`config.mk`:
```
export PLATFORM = sky130hd
export DESIGN_NAME = smad_top
export DESIGN_NICKNAME = d
export VERILOG_FILES = /design/src/smad_pkg.sv /design/src/smad_ctl_if.sv /design/src/smad_top.sv /design/src/smad_cfg_regs.sv /design/src/smad_route.sv
export SDC_FILE = /design/constraint.sdc
export NUM_CORES = 1
export LEC_CHECK = 0
export BUFFER_PORTS_ARGS = -buffer_cell sky130_fd_sc_hd__buf_2
export CAP_MARGIN = 20
export CORE_MARGIN = 8
export CORE_UTILIZATION = 50
export DETAILED_ROUTE_END_ITERATION = 8
export PLACE_DENSITY = 0.74
export SETUP_SLACK_MARGIN = 0.1
export SYNTH_ARGS = -nofsm -noshare
export SYNTH_HDL_FRONTEND = slang
export SYNTH_SLANG_ARGS = --single-unit
```
`constraint.sdc`:
```
create_clock -name CORE_CLK -period 1.75 [get_ports CORE_CLK]
set_clock_uncertainty 0.2 [all_clocks]
set_input_delay 0 -clock CORE_CLK [delete_from_list [all_inputs] [get_ports CORE_CLK]]
set_output_delay 0 -clock CORE_CLK [all_outputs]
set_load 0.01 [all_outputs]
```
`src/smad_pkg.sv`:
```
// Purpose: constants, types and decode functions for the management
//          memory access decoder
// Assumes: 32-bit host and initiator addresses, 8-bit configuration data
// Notes:   region limits are inclusive byte addresses
package smad_pkg;

    localparam logic [7:0]  CFG_OFS_MGMT_RAM_CONTROL = 8'h72;
    localparam logic [7:0]  MGMT_RAM_CONTROL_RESET   = 8'h02;
    localparam logic [7:0]  CFG_UNMAPPED_READ        = 8'h00;

    localparam int          BIT_RESERVED             = 7;
    localparam int          BIT_SPACE_OPEN           = 6;
    localparam int          BIT_SPACE_CLOSED         = 5;
    localparam int          BIT_SPACE_LOCK           = 4;
    localparam int          BIT_GLOBAL_ENABLE        = 3;
    localparam int          SEG_LSB                  = 0;
    localparam int          SEG_MSB                  = 2;
    localparam logic [2:0]  COMPAT_BASE_SEGMENT      = 3'h2;

    localparam logic [31:0] A_SEG_BASE               = 32'h000a_0000;
    localparam logic [31:0] A_SEG_LAST               = 32'h000b_ffff;
    localparam logic [31:0] HIGH_REGION_BASE         = 32'h100a_0000;
    localparam logic [31:0] HIGH_REGION_LAST         = 32'h100f_ffff;
    localparam logic [31:0] TOP_SEG_OFFSET           = 32'h1000_0000;
    localparam logic [31:0] TOP_SEG_128K             = 32'h0002_0000;
    localparam logic [31:0] TOP_SEG_256K             = 32'h0004_0000;
    localparam logic [31:0] TOP_SEG_512K             = 32'h0008_0000;
    localparam logic [31:0] TOP_SEG_1M               = 32'h0010_0000;
    localparam logic [31:0] ONE_BYTE                 = 32'h0000_0001;

    typedef enum logic [1:0] {
        RGN_NONE = 2'h0,
        RGN_A    = 2'h1,
        RGN_HIGH = 2'h3,
        RGN_TOP  = 2'h2
    } smad_region_e;

    function automatic logic [31:0] top_seg_size(input logic [1:0] sel);
        unique case (sel)
            2'h0: top_seg_size = TOP_SEG_128K;
            2'h1: top_seg_size = TOP_SEG_256K;
            2'h2: top_seg_size = TOP_SEG_512K;
            2'h3: top_seg_size = TOP_SEG_1M;
        endcase
    endfunction

    // used for host cycles and initiator cycles alike
    function automatic smad_region_e region_of(input logic [31:0] addr,
                                               input logic [31:0] tom,
                                               input logic [1:0]  tsz);
        logic [31:0] top_end;
        logic [31:0] top_base;
        top_end  = TOP_SEG_OFFSET + tom;
        top_base = top_end - top_seg_size(tsz);
        if (addr >= A_SEG_BASE && addr <= A_SEG_LAST) begin
            region_of = RGN_A;
        end else if (addr >= HIGH_REGION_BASE && addr <= HIGH_REGION_LAST)
        begin
            region_of = RGN_HIGH;
        end else if (addr >= top_base && addr <= top_end - ONE_BYTE) begin
            region_of = RGN_TOP;
        end else begin
            region_of = RGN_NONE;
        end
    endfunction

endpackage

```
`src/smad_ctl_if.sv`:
```
`timescale 1ns/1ns
// Purpose: carries the control bits from the register file to the router
// Assumes: single clock domain
// Notes:   open is already forced low while lock is set
interface smad_ctl_if;
    logic space_open;
    logic space_closed;
    logic space_lock;
    logic global_mgmt_ram_enable;

    modport regs  (output space_open, space_closed, space_lock,
                   global_mgmt_ram_enable);
    modport route (input  space_open, space_closed, space_lock,
                   global_mgmt_ram_enable);
endinterface

```
`src/smad_top.sv`:
```
`timescale 1ns/1ns
// Purpose: management memory access decoder between host bus and the
//          DRAM and PCI forwarding paths
// Assumes: host and initiator inputs synchronous to CORE_CLK
// Notes:   one decision per strobe; back to back strobes are allowed
//
// Operation
// - open, closed and lock have no effect unless global enable is set
// - open with lock clear makes management memory visible without active
// - closed sends data accesses to PCI; code fetches still reach DRAM
// - writing lock forces open to 0; both then read-only
// - lock set by a write, cleared only by power-on reset
// - global enable exposes 128 KB DRAM at A0000h to active cycles
// - extended regions claimed only with global enable and own enable
// - base segment field fixed at 010, A0000-BFFFFh, not writable
// - no remapping; address passes unchanged to DRAM or PCI
// - PCI initiators never reach management memory in DRAM
// - A segment needs high enable 0; high region needs it 1; top its own
// - all regions to PCI if global off, or inactive with open clear
// - top segment decodes only with global and segment enable set
// - high enable lets the high region appear at its addresses
module smad_top
    import smad_pkg::*;
(
    input  wire logic        CORE_CLK,
    input  wire logic        RSTN,
    input  wire logic        CFG_WR,
    input  wire logic        CFG_RD,
    input  wire logic [7:0]  CFG_ADDR,
    input  wire logic [7:0]  CFG_WDATA,
    output logic      [7:0]  CFG_RDATA,
    input  wire logic        ADDRESS_STROBE_N,
    input  wire logic        MGMT_MODE_ACTIVE_N,
    input  wire logic [31:0] HOST_ADDR,
    input  wire logic        CODE_FETCH,
    input  wire logic        HIGH_REGION_ENABLE,
    input  wire logic        TOP_SEG_ENABLE,
    input  wire logic [1:0]  TOP_SEG_SIZE,
    input  wire logic [31:0] TOP_OF_MEM,
    input  wire logic        PCI_REQ_VALID,
    input  wire logic [31:0] PCI_REQ_ADDR,
    output logic             ROUTE_VALID,
    output logic             ROUTE_TO_DRAM,
    output logic             ROUTE_TO_PCI,
    output logic [31:0]      ROUTE_ADDR,
    output logic [1:0]       ROUTE_REGION,
    output logic             ROUTE_INVALID,
    output logic             PCI_RESULT_VALID,
    output logic             PCI_DRAM_DENY
);

    typedef enum logic [1:0] {
        ST_IDLE = 2'h0,
        ST_OUT  = 2'h1
    } smad_state_e;

    typedef struct packed {
        smad_state_e state;
        logic        to_dram;
        logic [31:0] addr;
        logic [1:0]  region;
        logic        invalid;
        logic        pci_valid;
        logic        pci_deny;
    } smad_top_s;

    smad_top_s    state_ff;
    smad_top_s    nxt_state;
    smad_region_e host_region;
    smad_region_e pci_region;
    logic         host_to_dram;
    logic         host_invalid;
    logic         strobe;

    smad_ctl_if ctl ();

    smad_cfg_regs u_regs (
        .clk       (CORE_CLK),
        .rst_n     (RSTN),
        .cfg_wr    (CFG_WR),
        .cfg_rd    (CFG_RD),
        .cfg_addr  (CFG_ADDR),
        .cfg_wdata (CFG_WDATA),
        .cfg_rdata (CFG_RDATA),
        .ctl       (ctl.regs)
    );

    // active indication is taken in the same cycle as the strobe
    smad_route u_route (
        .ctl                (ctl.route),
        .addr               (HOST_ADDR),
        .code_fetch         (CODE_FETCH),
        .mgmt_mode_active_n (MGMT_MODE_ACTIVE_N),
        .high_region_enable (HIGH_REGION_ENABLE),
        .top_seg_enable     (TOP_SEG_ENABLE),
        .top_of_mem         (TOP_OF_MEM),
        .top_seg_size_sel   (TOP_SEG_SIZE),
        .region             (host_region),
        .to_dram            (host_to_dram),
        .invalid            (host_invalid)
    );

    always_comb begin
        strobe     = ~ADDRESS_STROBE_N;
        pci_region = region_of(PCI_REQ_ADDR, TOP_OF_MEM, TOP_SEG_SIZE);
        nxt_state  = state_ff;
        nxt_state.pci_valid = PCI_REQ_VALID;
        // initiators are kept out of every region, whatever the setup
        nxt_state.pci_deny  = PCI_REQ_VALID
                              & (pci_region != RGN_NONE);
        unique case (state_ff.state)
            ST_IDLE: begin
                if (strobe) begin
                    nxt_state.state = ST_OUT;
                end
            end
            ST_OUT: begin
                if (!strobe) begin
                    nxt_state.state = ST_IDLE;
                end
            end
            default: begin
                nxt_state.state = ST_IDLE;
            end
        endcase
        if (strobe) begin
            nxt_state.to_dram = host_to_dram;
            nxt_state.addr    = HOST_ADDR;
            nxt_state.region  = host_region;
            nxt_state.invalid = host_invalid;
        end
    end

    always_ff @(posedge CORE_CLK or negedge RSTN) begin
        if (!RSTN) begin
            state_ff <= '{state: ST_IDLE, addr: '0, region: RGN_NONE,
                          default: 1'b0};
        end else begin
            state_ff <= nxt_state;
        end
    end

    assign ROUTE_VALID      = (state_ff.state == ST_OUT);
    assign ROUTE_TO_DRAM    = state_ff.to_dram;
    assign ROUTE_TO_PCI     = ~state_ff.to_dram;
    assign ROUTE_ADDR       = state_ff.addr;
    assign ROUTE_REGION     = state_ff.region;
    assign ROUTE_INVALID    = state_ff.invalid;
    assign PCI_RESULT_VALID = state_ff.pci_valid;
    assign PCI_DRAM_DENY    = state_ff.pci_deny;

endmodule

```
`src/smad_cfg_regs.sv`:
```
`timescale 1ns/1ns
// Purpose: management memory control register at configuration offset 72h
// Assumes: one write or read request per cycle, synchronous to clk
// Notes:   read data is registered, one cycle after the read request
module smad_cfg_regs
    import smad_pkg::*;
(
    input  wire logic       clk,
    input  wire logic       rst_n,
    input  wire logic       cfg_wr,
    input  wire logic       cfg_rd,
    input  wire logic [7:0] cfg_addr,
    input  wire logic [7:0] cfg_wdata,
    output logic      [7:0] cfg_rdata,
    smad_ctl_if.regs        ctl
);

    typedef struct packed {
        logic       open;
        logic       closed;
        logic       lock;
        logic       global_en;
        logic [7:0] rdata;
    } smad_regs_s;

    smad_regs_s state_ff;
    smad_regs_s nxt_state;
    logic [7:0] reg_view;
    logic       hit;

    always_comb begin
        reg_view = '0;
        reg_view[BIT_RESERVED]      = 1'b0;
        reg_view[BIT_SPACE_OPEN]    = state_ff.open;
        reg_view[BIT_SPACE_CLOSED]  = state_ff.closed;
        reg_view[BIT_SPACE_LOCK]    = state_ff.lock;
        reg_view[BIT_GLOBAL_ENABLE] = state_ff.global_en;
        reg_view[SEG_MSB:SEG_LSB]   = COMPAT_BASE_SEGMENT;
        hit = (cfg_addr == CFG_OFS_MGMT_RAM_CONTROL);
        nxt_state = state_ff;
        if (cfg_wr && hit) begin
            nxt_state.closed    = cfg_wdata[BIT_SPACE_CLOSED];
            nxt_state.global_en = cfg_wdata[BIT_GLOBAL_ENABLE];
            // lock is sticky until power-on reset: a 0 is ignored
            nxt_state.lock = state_ff.lock | cfg_wdata[BIT_SPACE_LOCK];
            if (nxt_state.lock) begin
                nxt_state.open = 1'b0;
            end else begin
                nxt_state.open = cfg_wdata[BIT_SPACE_OPEN];
            end
        end
        if (cfg_rd) begin
            nxt_state.rdata = hit ? reg_view : CFG_UNMAPPED_READ;
        end
    end

    always_ff @(posedge clk or negedge rst_n) begin
        if (!rst_n) begin
            state_ff.open      <= MGMT_RAM_CONTROL_RESET[BIT_SPACE_OPEN];
            state_ff.closed    <= MGMT_RAM_CONTROL_RESET[BIT_SPACE_CLOSED];
            state_ff.lock      <= MGMT_RAM_CONTROL_RESET[BIT_SPACE_LOCK];
            state_ff.global_en <= MGMT_RAM_CONTROL_RESET[BIT_GLOBAL_ENABLE];
            state_ff.rdata     <= CFG_UNMAPPED_READ;
        end else begin
            state_ff <= nxt_state;
        end
    end

    assign cfg_rdata                  = state_ff.rdata;
    assign ctl.space_open             = state_ff.open;
    assign ctl.space_closed           = state_ff.closed;
    assign ctl.space_lock             = state_ff.lock;
    assign ctl.global_mgmt_ram_enable = state_ff.global_en;

endmodule

```
`src/smad_route.sv`:
```
`timescale 1ns/1ns
// Purpose: combinational DRAM or PCI decision for one host cycle
// Assumes: inputs are stable in the strobe cycle
// Notes:   addresses are never altered, only the target is chosen
module smad_route
    import smad_pkg::*;
(
    smad_ctl_if.route          ctl,
    input  wire logic [31:0]   addr,
    input  wire logic          code_fetch,
    input  wire logic          mgmt_mode_active_n,
    input  wire logic          high_region_enable,
    input  wire logic          top_seg_enable,
    input  wire logic [31:0]   top_of_mem,
    input  wire logic [1:0]    top_seg_size_sel,
    output smad_region_e       region,
    output logic               to_dram,
    output logic               invalid
);

    logic g;
    logic eff_open;
    logic eff_closed;
    logic eff_lock;
    logic visible;
    logic claim;

    always_comb begin
        g          = ctl.global_mgmt_ram_enable;
        eff_open   = g & ctl.space_open;
        eff_closed = g & ctl.space_closed;
        eff_lock   = g & ctl.space_lock;
        region     = region_of(addr, top_of_mem, top_seg_size_sel);
        // open with lock clear stands in for the active indication
        visible    = g & (~mgmt_mode_active_n
                          | (eff_open & ~eff_lock));
        // both open and closed set is not a legal setup: send to PCI
        invalid    = eff_open & eff_closed;
        unique case (region)
            RGN_A:    claim = visible & ~high_region_enable;
            RGN_HIGH: claim = visible & high_region_enable;
            RGN_TOP:  claim = visible & g & top_seg_enable;
            RGN_NONE: claim = 1'b0;
        endcase
        // closed keeps data away from DRAM, code still reaches it
        to_dram = claim & ~invalid
                  & (code_fetch | ~eff_closed);
    end

endmodule

```
Word-level counts from Yosys, hierarchy flattened
Index checks and enable logic that the tools add are counted.

Add/sub/neg operators: 3. Magnitude comparators: 12. Equal/unequal tests: 10. Multiplexer cells: 13. Bitwise operators: 22. Reductions and logical operators: 12.

Operator list (number): one-hot mux 32 bit (4 select lines) (1); >= comparator 32 x 20 -> 1 bit, second input constant (2); >= comparator 32 x 29 -> 1 bit, second input constant (2); >= comparator 32 bit (2); <= comparator 32 x 20 -> 1 bit, second input constant (2); <= comparator 32 x 29 -> 1 bit, second input constant (2); <= comparator 32 bit (2); adder 29 x 32 -> 32 bit, first input constant (1); subtractor 32 x 1 -> 32 bit, second input constant (1); subtractor 32 bit (1); two-way mux 2 bit (8); bitwise AND 1 bit (13); == test 2 bit, second input constant (4); == test 8 x 7 -> 1 bit, second input constant (1); logical AND 1 bit (7); two-way mux 7 bit (1); == test 2 x 1 -> 1 bit, second input constant (3); logical NOT 2 bit (3); inverter 1 bit (6); != test 2 bit, second input constant (2); one-hot mux 1 bit (4 select lines) (1); one-hot mux 2 bit (2 select lines) (1); bitwise OR 1 bit (3); AND reduction 2 bit (1); 2 further kinds (2).

Bits in registers: 52. Output and inout bits: 48. Logic and storage cells: 84.

Depth between registers and ports, before layout
Depth after elaboration: 12. Gate-level depth with buffers: 18.

Cells and area by module
A second synthesis with hierarchy kept.

Cell total of the unflattened synthesis: 759. Area, all modules: 6612.6 um^2.

Modules (own cells, without submodules): smad_top (instances 1, cells an instance 400, area each 3768.6 um^2); smad_route (instances 1, cells an instance 321, area each 2419.8 um^2); smad_cfg_regs (instances 1, cells an instance 38, area each 424.2 um^2).

Least setup slack after synthesis
Ideal clock, no wire load.

Kind: in2reg. From: in TOP_OF_MEM[2]. To: reg state_ff (netlist bit ROUTE_REGION[1]). Arrival: 3.303 ns. Data required time: 1.458 ns. Slack: -1.845 ns. Cell stages on the path: 17. Path buffers: 0. Path through: nor4_2 -> nand2_1 -> nor2_1 -> nand2_1 -> or3_1 -> or2_1 -> nor2_1 -> xnor2_1 -> ha_1 -> nand4_1 -> nor3_1 -> o2111ai_1 -> nor4b_2 -> a21oi_1 -> a22oi_1 -> a31oi_1 -> o31ai_2.

Longest elaborated chain between the ends: 7. Elaborated cells on any way between the ends: 9. Those cells by class: 3 x add/sub; 2 x order compare; 3 x mux; 1 x reduce/logical.

Ends and longest elaborated chain: start: declaration (line smad_top.sv:39) `input wire logic [31:0] TOP_OF_MEM,`; adder 29 x 32 -> 32 bit * (line smad_pkg.sv:53) `top_end = TOP_SEG_OFFSET + tom;`; subtractor 32 bit or subtractor 32 x 1 -> 32 bit (tied branches) (line smad_pkg.sv:54, smad_pkg.sv:60); >= comparator 32 bit or <= comparator 32 bit (tied branches) (line smad_pkg.sv:60) `end else if (addr >= top_base && addr <= top_end - ONE_BYTE) begin`; logical AND 1 bit * (line smad_pkg.sv:60); two-way mux 2 bit * (line smad_pkg.sv:60); two-way mux 2 bit * (line smad_pkg.sv:57) `end else if (addr >= HIGH_REGION_BASE && addr <= HIGH_REGION_LAST)`; two-way mux 2 bit * (line smad_pkg.sv:55) `if (addr >= A_SEG_BASE && addr <= A_SEG_LAST) begin`; end signal: assignment (line smad_top.sv:136) `state_ff <= '{state: ST_IDLE, addr: '0, region: RGN_NONE,`; end signal: assignment (line smad_top.sv:139) `state_ff <= nxt_state;`; end: declaration (line smad_top.sv:67) `smad_top_s state_ff;`.

Every way passes the cells marked *; elsewhere a longest branch is shown, timed or not. A chain may end at the register's enable or synchronous reset.

Worst setup path in the final report
From: in TOP_OF_MEM[4]. To: reg state_ff (netlist bit ROUTE_REGION[1]).

The elaborated chain is that of the path after synthesis.

==> results by group <==
Global route
  • Largest net degree at the start of global routing: 49
  • First-pass GRT wire length: 38.58 mm
  • Vias in the first global route: 7,743
  • GR Overflow Total: 0
  • Initial antenna violation count: 0
  • GRT Overall Usage: a little under a third

Placed design
  • Post-DP HPWL: 18.91 mm
  • Placed cell count: 1,148
  • PortBufs: 164
  • Routability cong.: between 0.9 and 1
  • Post-Place Setup Slack: -2.146 ns

Routing
  • Routed Wire Length: 24.53 mm
  • First drt pass iteration count: 5
  • Met2 WL post-DR: 12.38 mm
  • DRC: 0
  • Post-DR wirelength/cell: 20.19 um
  • Top sig layer: met4
  • Starting DRT DRC Count: 527
  • Metal-1 WL: 8.816 mm
  • Post-route ant nets: 0
  • DR WL met3: 1.753 mm
  • Via density: slightly below 6
  • Detailed-route via count: around 7,000

Timing
  • RSZ-0062 raised after global routing: true
  • Rel. slew slack: a little under three fifths
  • Fin crit period: about 3.6 ns
  • Final worst slack: -1.813 ns
  • Hold Fails Final Rpt: 0
  • Least-Margin Pin Slew: 0.6558 ns
  • Final setup viols: 3
  • Max Fclk: 280.7 MHz
  • Slew Limit Fails: 0
  • Tcrit/Tclk final: 203.6%

Layout
  • Nets@finish: 1,324
  • Share of layout cells above drive strength 1: 42.63%
  • Final Core Density: between 80% and 90%
  • P&R area growth vs syn: 56.23%
  • # diodes: 0
  • Non-Filler Instances: 1,215

Clock tree
  • TritonCTS clock tree: built
  • # clock sinks: 48
  • Insertion delay to the later sink of the worst-skew pair: about 0.29 ns
  • Clock-pin slew on the worst setup and hold paths: 0.07 ns
  • Worst-case clock buffer depth: 2
  • Root buffer cell: clkbuf_16
  • Total CTS buffers: 5
  • H-tree depth: 2

Setup path
  • Worst Path Arrival: 3.54 ns
  • Reg-to-reg endpoint: u_regs.ctl.space_lock$_DFFE_PN0P_
  • Worst-case reg-to-reg path depth: 2
  • Worst Setup Start Kind: input port
  • WP data required: 1.73 ns
  • Crit. End Element: flip-flop
  • Crit Path Class: in2reg
  • R2r startpoint: u_regs.ctl.space_lock$_DFFE_PN0P_
  • Reg2Reg Setup Slack: ~0.22 ns
  • CP Max Fanout: 3

Synth
  • Top cell type's share of synthesized area: 27.07%
  • EDFF count, synth: 0
  • Synth area leaders: ha_1 (27%), dfrtp_1 (20%), mux2_2 (6.3%), xnor2_1 (4.4%), a21oi_1 (3.4%)
  • FFs w/ async S/R, synth: 100.0%
  • Seq/Total Area, Yosys: 20.30%
  • Syn Inst Count: 664
  • Yosys cell types: 61
  • Synth Warn #: 0
  • Synth area leader: ha_1
  • Synth Cell Area: 5917 um2
  • Syn Area/Cell: 8.911 um2
  • Synth Register Bits: 48
  • Top FF cell, synth: dfrtp_1

Die
  • Die area: 15,570 um2
  • Core Area: 11,470 um2
  • IO Count: 172
  • Row cnt: 39
  • Die height: 124.8 um
  • Die Span X: roughly 120 um
  • Starting Density: 51.60%

Pwr
  • Worst vdd ir: 500.2 uV
  • Leak Pwr: between 4 and 5 nW
  • Pwr per Cell Area: 506.7 nW/um2

Hold path
  • Worst min path class: in2reg
  • Hold worst-path end: ROUTE_ADDR[18]$_DFFE_PN0N_
  • Hold depth: 3
  • Hold Path Origin: HOST_ADDR[18]

Job
  • Max-Cap Viols: 0

Run status
  • Status: complete, but fails checks
  • Failing checks: setup timing
## timing repair
item                                   in CTS  in global routing
buffers inserted                            9                  8
endpoints found under the hold margin      94                  1
hold buffers                               44                  1
gates resized for setup                    20                 19
pin swaps                                  10                 13
setup endpoints to repair                   3                  7
## final cells by class
class,instances,area (um2)
clock inverter,3,68.82
sequential,48,1201
multi-input combinational,568,4722
inverter,39,146.4
clock buffer,5,125.1
fill,728,2223
timing repair buffer,409,2801
tap,143,178.9
## Yosys cell counts, drive strengths merged, types with 2 or more instances
| cell | count |
|---|---|
| ha | 128 |
| a21o | 24 |
| mux2 | 33 |
| dfrtp | 48 |
| nor3b | 2 |
| xor2 | 11 |
| or3 | 5 |
| or4 | 5 |
| a21boi | 2 |
| nor4b | 5 |
| a221oi | 5 |
| nor3 | 19 |
| o211ai | 7 |
| and3 | 5 |
| inv | 39 |
| o21a | 6 |
| and2 | 4 |
| a31o | 2 |
| o31ai | 4 |
| a211oi | 4 |
| nand4 | 18 |
| a211o | 5 |
| o22ai | 2 |
| o221ai | 3 |
| xnor2 | 30 |
| nor2 | 36 |
| a21oi | 40 |
| a2111oi | 3 |
| nor4 | 13 |
| buf | 4 |
| and4 | 5 |
| nand3 | 26 |
| o21ai | 28 |
| nor2b | 6 |
| mux2i | 2 |
| clkbuf | 7 |
| a31oi | 11 |
| nand2b | 10 |
| nand2 | 46 |
## layer usage
layer	vias to the layer above	GRT usage, %
met3	124	5.106
met2	394	54.85
met1	3331	31.48
met4	0	18.28
li1	3311	-
met5	-	0
## power breakdown
part	internal (W)	switching, W	total (W)	leakage, nW
Combinational	0.00106	0.00109	0.00215	4.02
Clock	0.000825	0.000471	0.00130	0.0944
Sequential	0.00119	0.0000469	0.00124	0.593
## worst max-delay path by stage
stage,startpoint,end,slack (ns),cells after the start
2_1_floorplan,TOP_OF_MEM[4],ROUTE_REGION[1]$_DFFE_PN0N_,-1.66,17
3_3_place_gp,TOP_OF_MEM[4],ROUTE_REGION[1]$_DFFE_PN0N_,-1.99,18
3_5_place_dp,TOP_OF_MEM[4],ROUTE_TO_DRAM$_DFFE_PN0N_,-2.15,18
4_1_cts,TOP_OF_MEM[4],ROUTE_TO_DRAM$_DFFE_PN0N_,-1.61,18
5_1_grt,TOP_OF_MEM[4],ROUTE_REGION[1]$_DFFE_PN0N_,-2.03,20
6_report,TOP_OF_MEM[4],ROUTE_REGION[1]$_DFFE_PN0N_,-1.81,20
## registers in the layout, indices dropped and copies added (netlist names)
register	flops
u_regs.ctl.global_mgmt_ram_enable	1
u_regs.ctl.space_lock	1
u_regs.cfg_rdata	5
PCI_DRAM_DENY	1
state_ff	1
u_regs.ctl.space_open	1
ROUTE_ADDR	32
PCI_RESULT_VALID	1
u_regs.ctl.space_closed	1
ROUTE_REGION	2
ROUTE_INVALID	1
ROUTE_TO_DRAM	1
## per-stage QoR
stage	instance area, um2	power (W)	setup TNS (ns)	hold slack [ns]
after floorplan	5968	0.002196	-4.705	-0.4956
after global routing	9244	0.004931	-5.676	0.01914
after CTS	9115	0.004576	-4.611	0.0002493
after detailed placement	8317	0.003182	-6.101	-0.06032
after global placement	8317	0.003096	-5.831	-0.08328
final	9244	0.004684	-5.165	0.01954
## cells by family after synthesis
group,after synthesis,share of synthesized area (%)
buf+inv,50,3.489
xor+xnor,41,6.069
compound gates,154,17.36
fa+ha+maj,129,27.41
mux,35,6.619
simple gates,206,18.69
flops,48,20.30
other cells,1,0.06338
## critical path, stage by stage
cell and delay (ns):
buf_8 0.10, nor4_4 0.33, nand2_2 0.12, nor2_4 0.12
nand2_2 0.06, or3_4 0.43, or2_1 0.24, nor2_1 0.12
xnor2_1 0.10, ha_1 0.28, nand4_1 0.17, nor3_4 0.23
o2111ai_2 0.19, nor4b_4 0.31, buf_4 0.17, a211o_1 0.13
a22oi_2 0.08, buf_4 0.15, a21oi_2 0.14, o31ai_2 0.07
## placed cells by master (no fill, tap or decap), types with 6 or more instances in the layout
master           n
nor4_1           8
buf_4          201
a31oi_1         11
dfrtp_1         48
o211ai_1         7
nor2_1          30
inv_1           38
a21o_1          24
nor3_1          12
nand2b_1        10
nor2b_1          6
o21ai_0         26
nand2_1         42
buf_2          162
mux2_2          33
nor3_2           6
nand3_1         26
xnor2_1         29
nand4_1         18
a21oi_1         36
xor2_1           8
ha_1           126
dlygate4sd3_1   41
No activity file was read; power rests on OpenSTA's default activity.
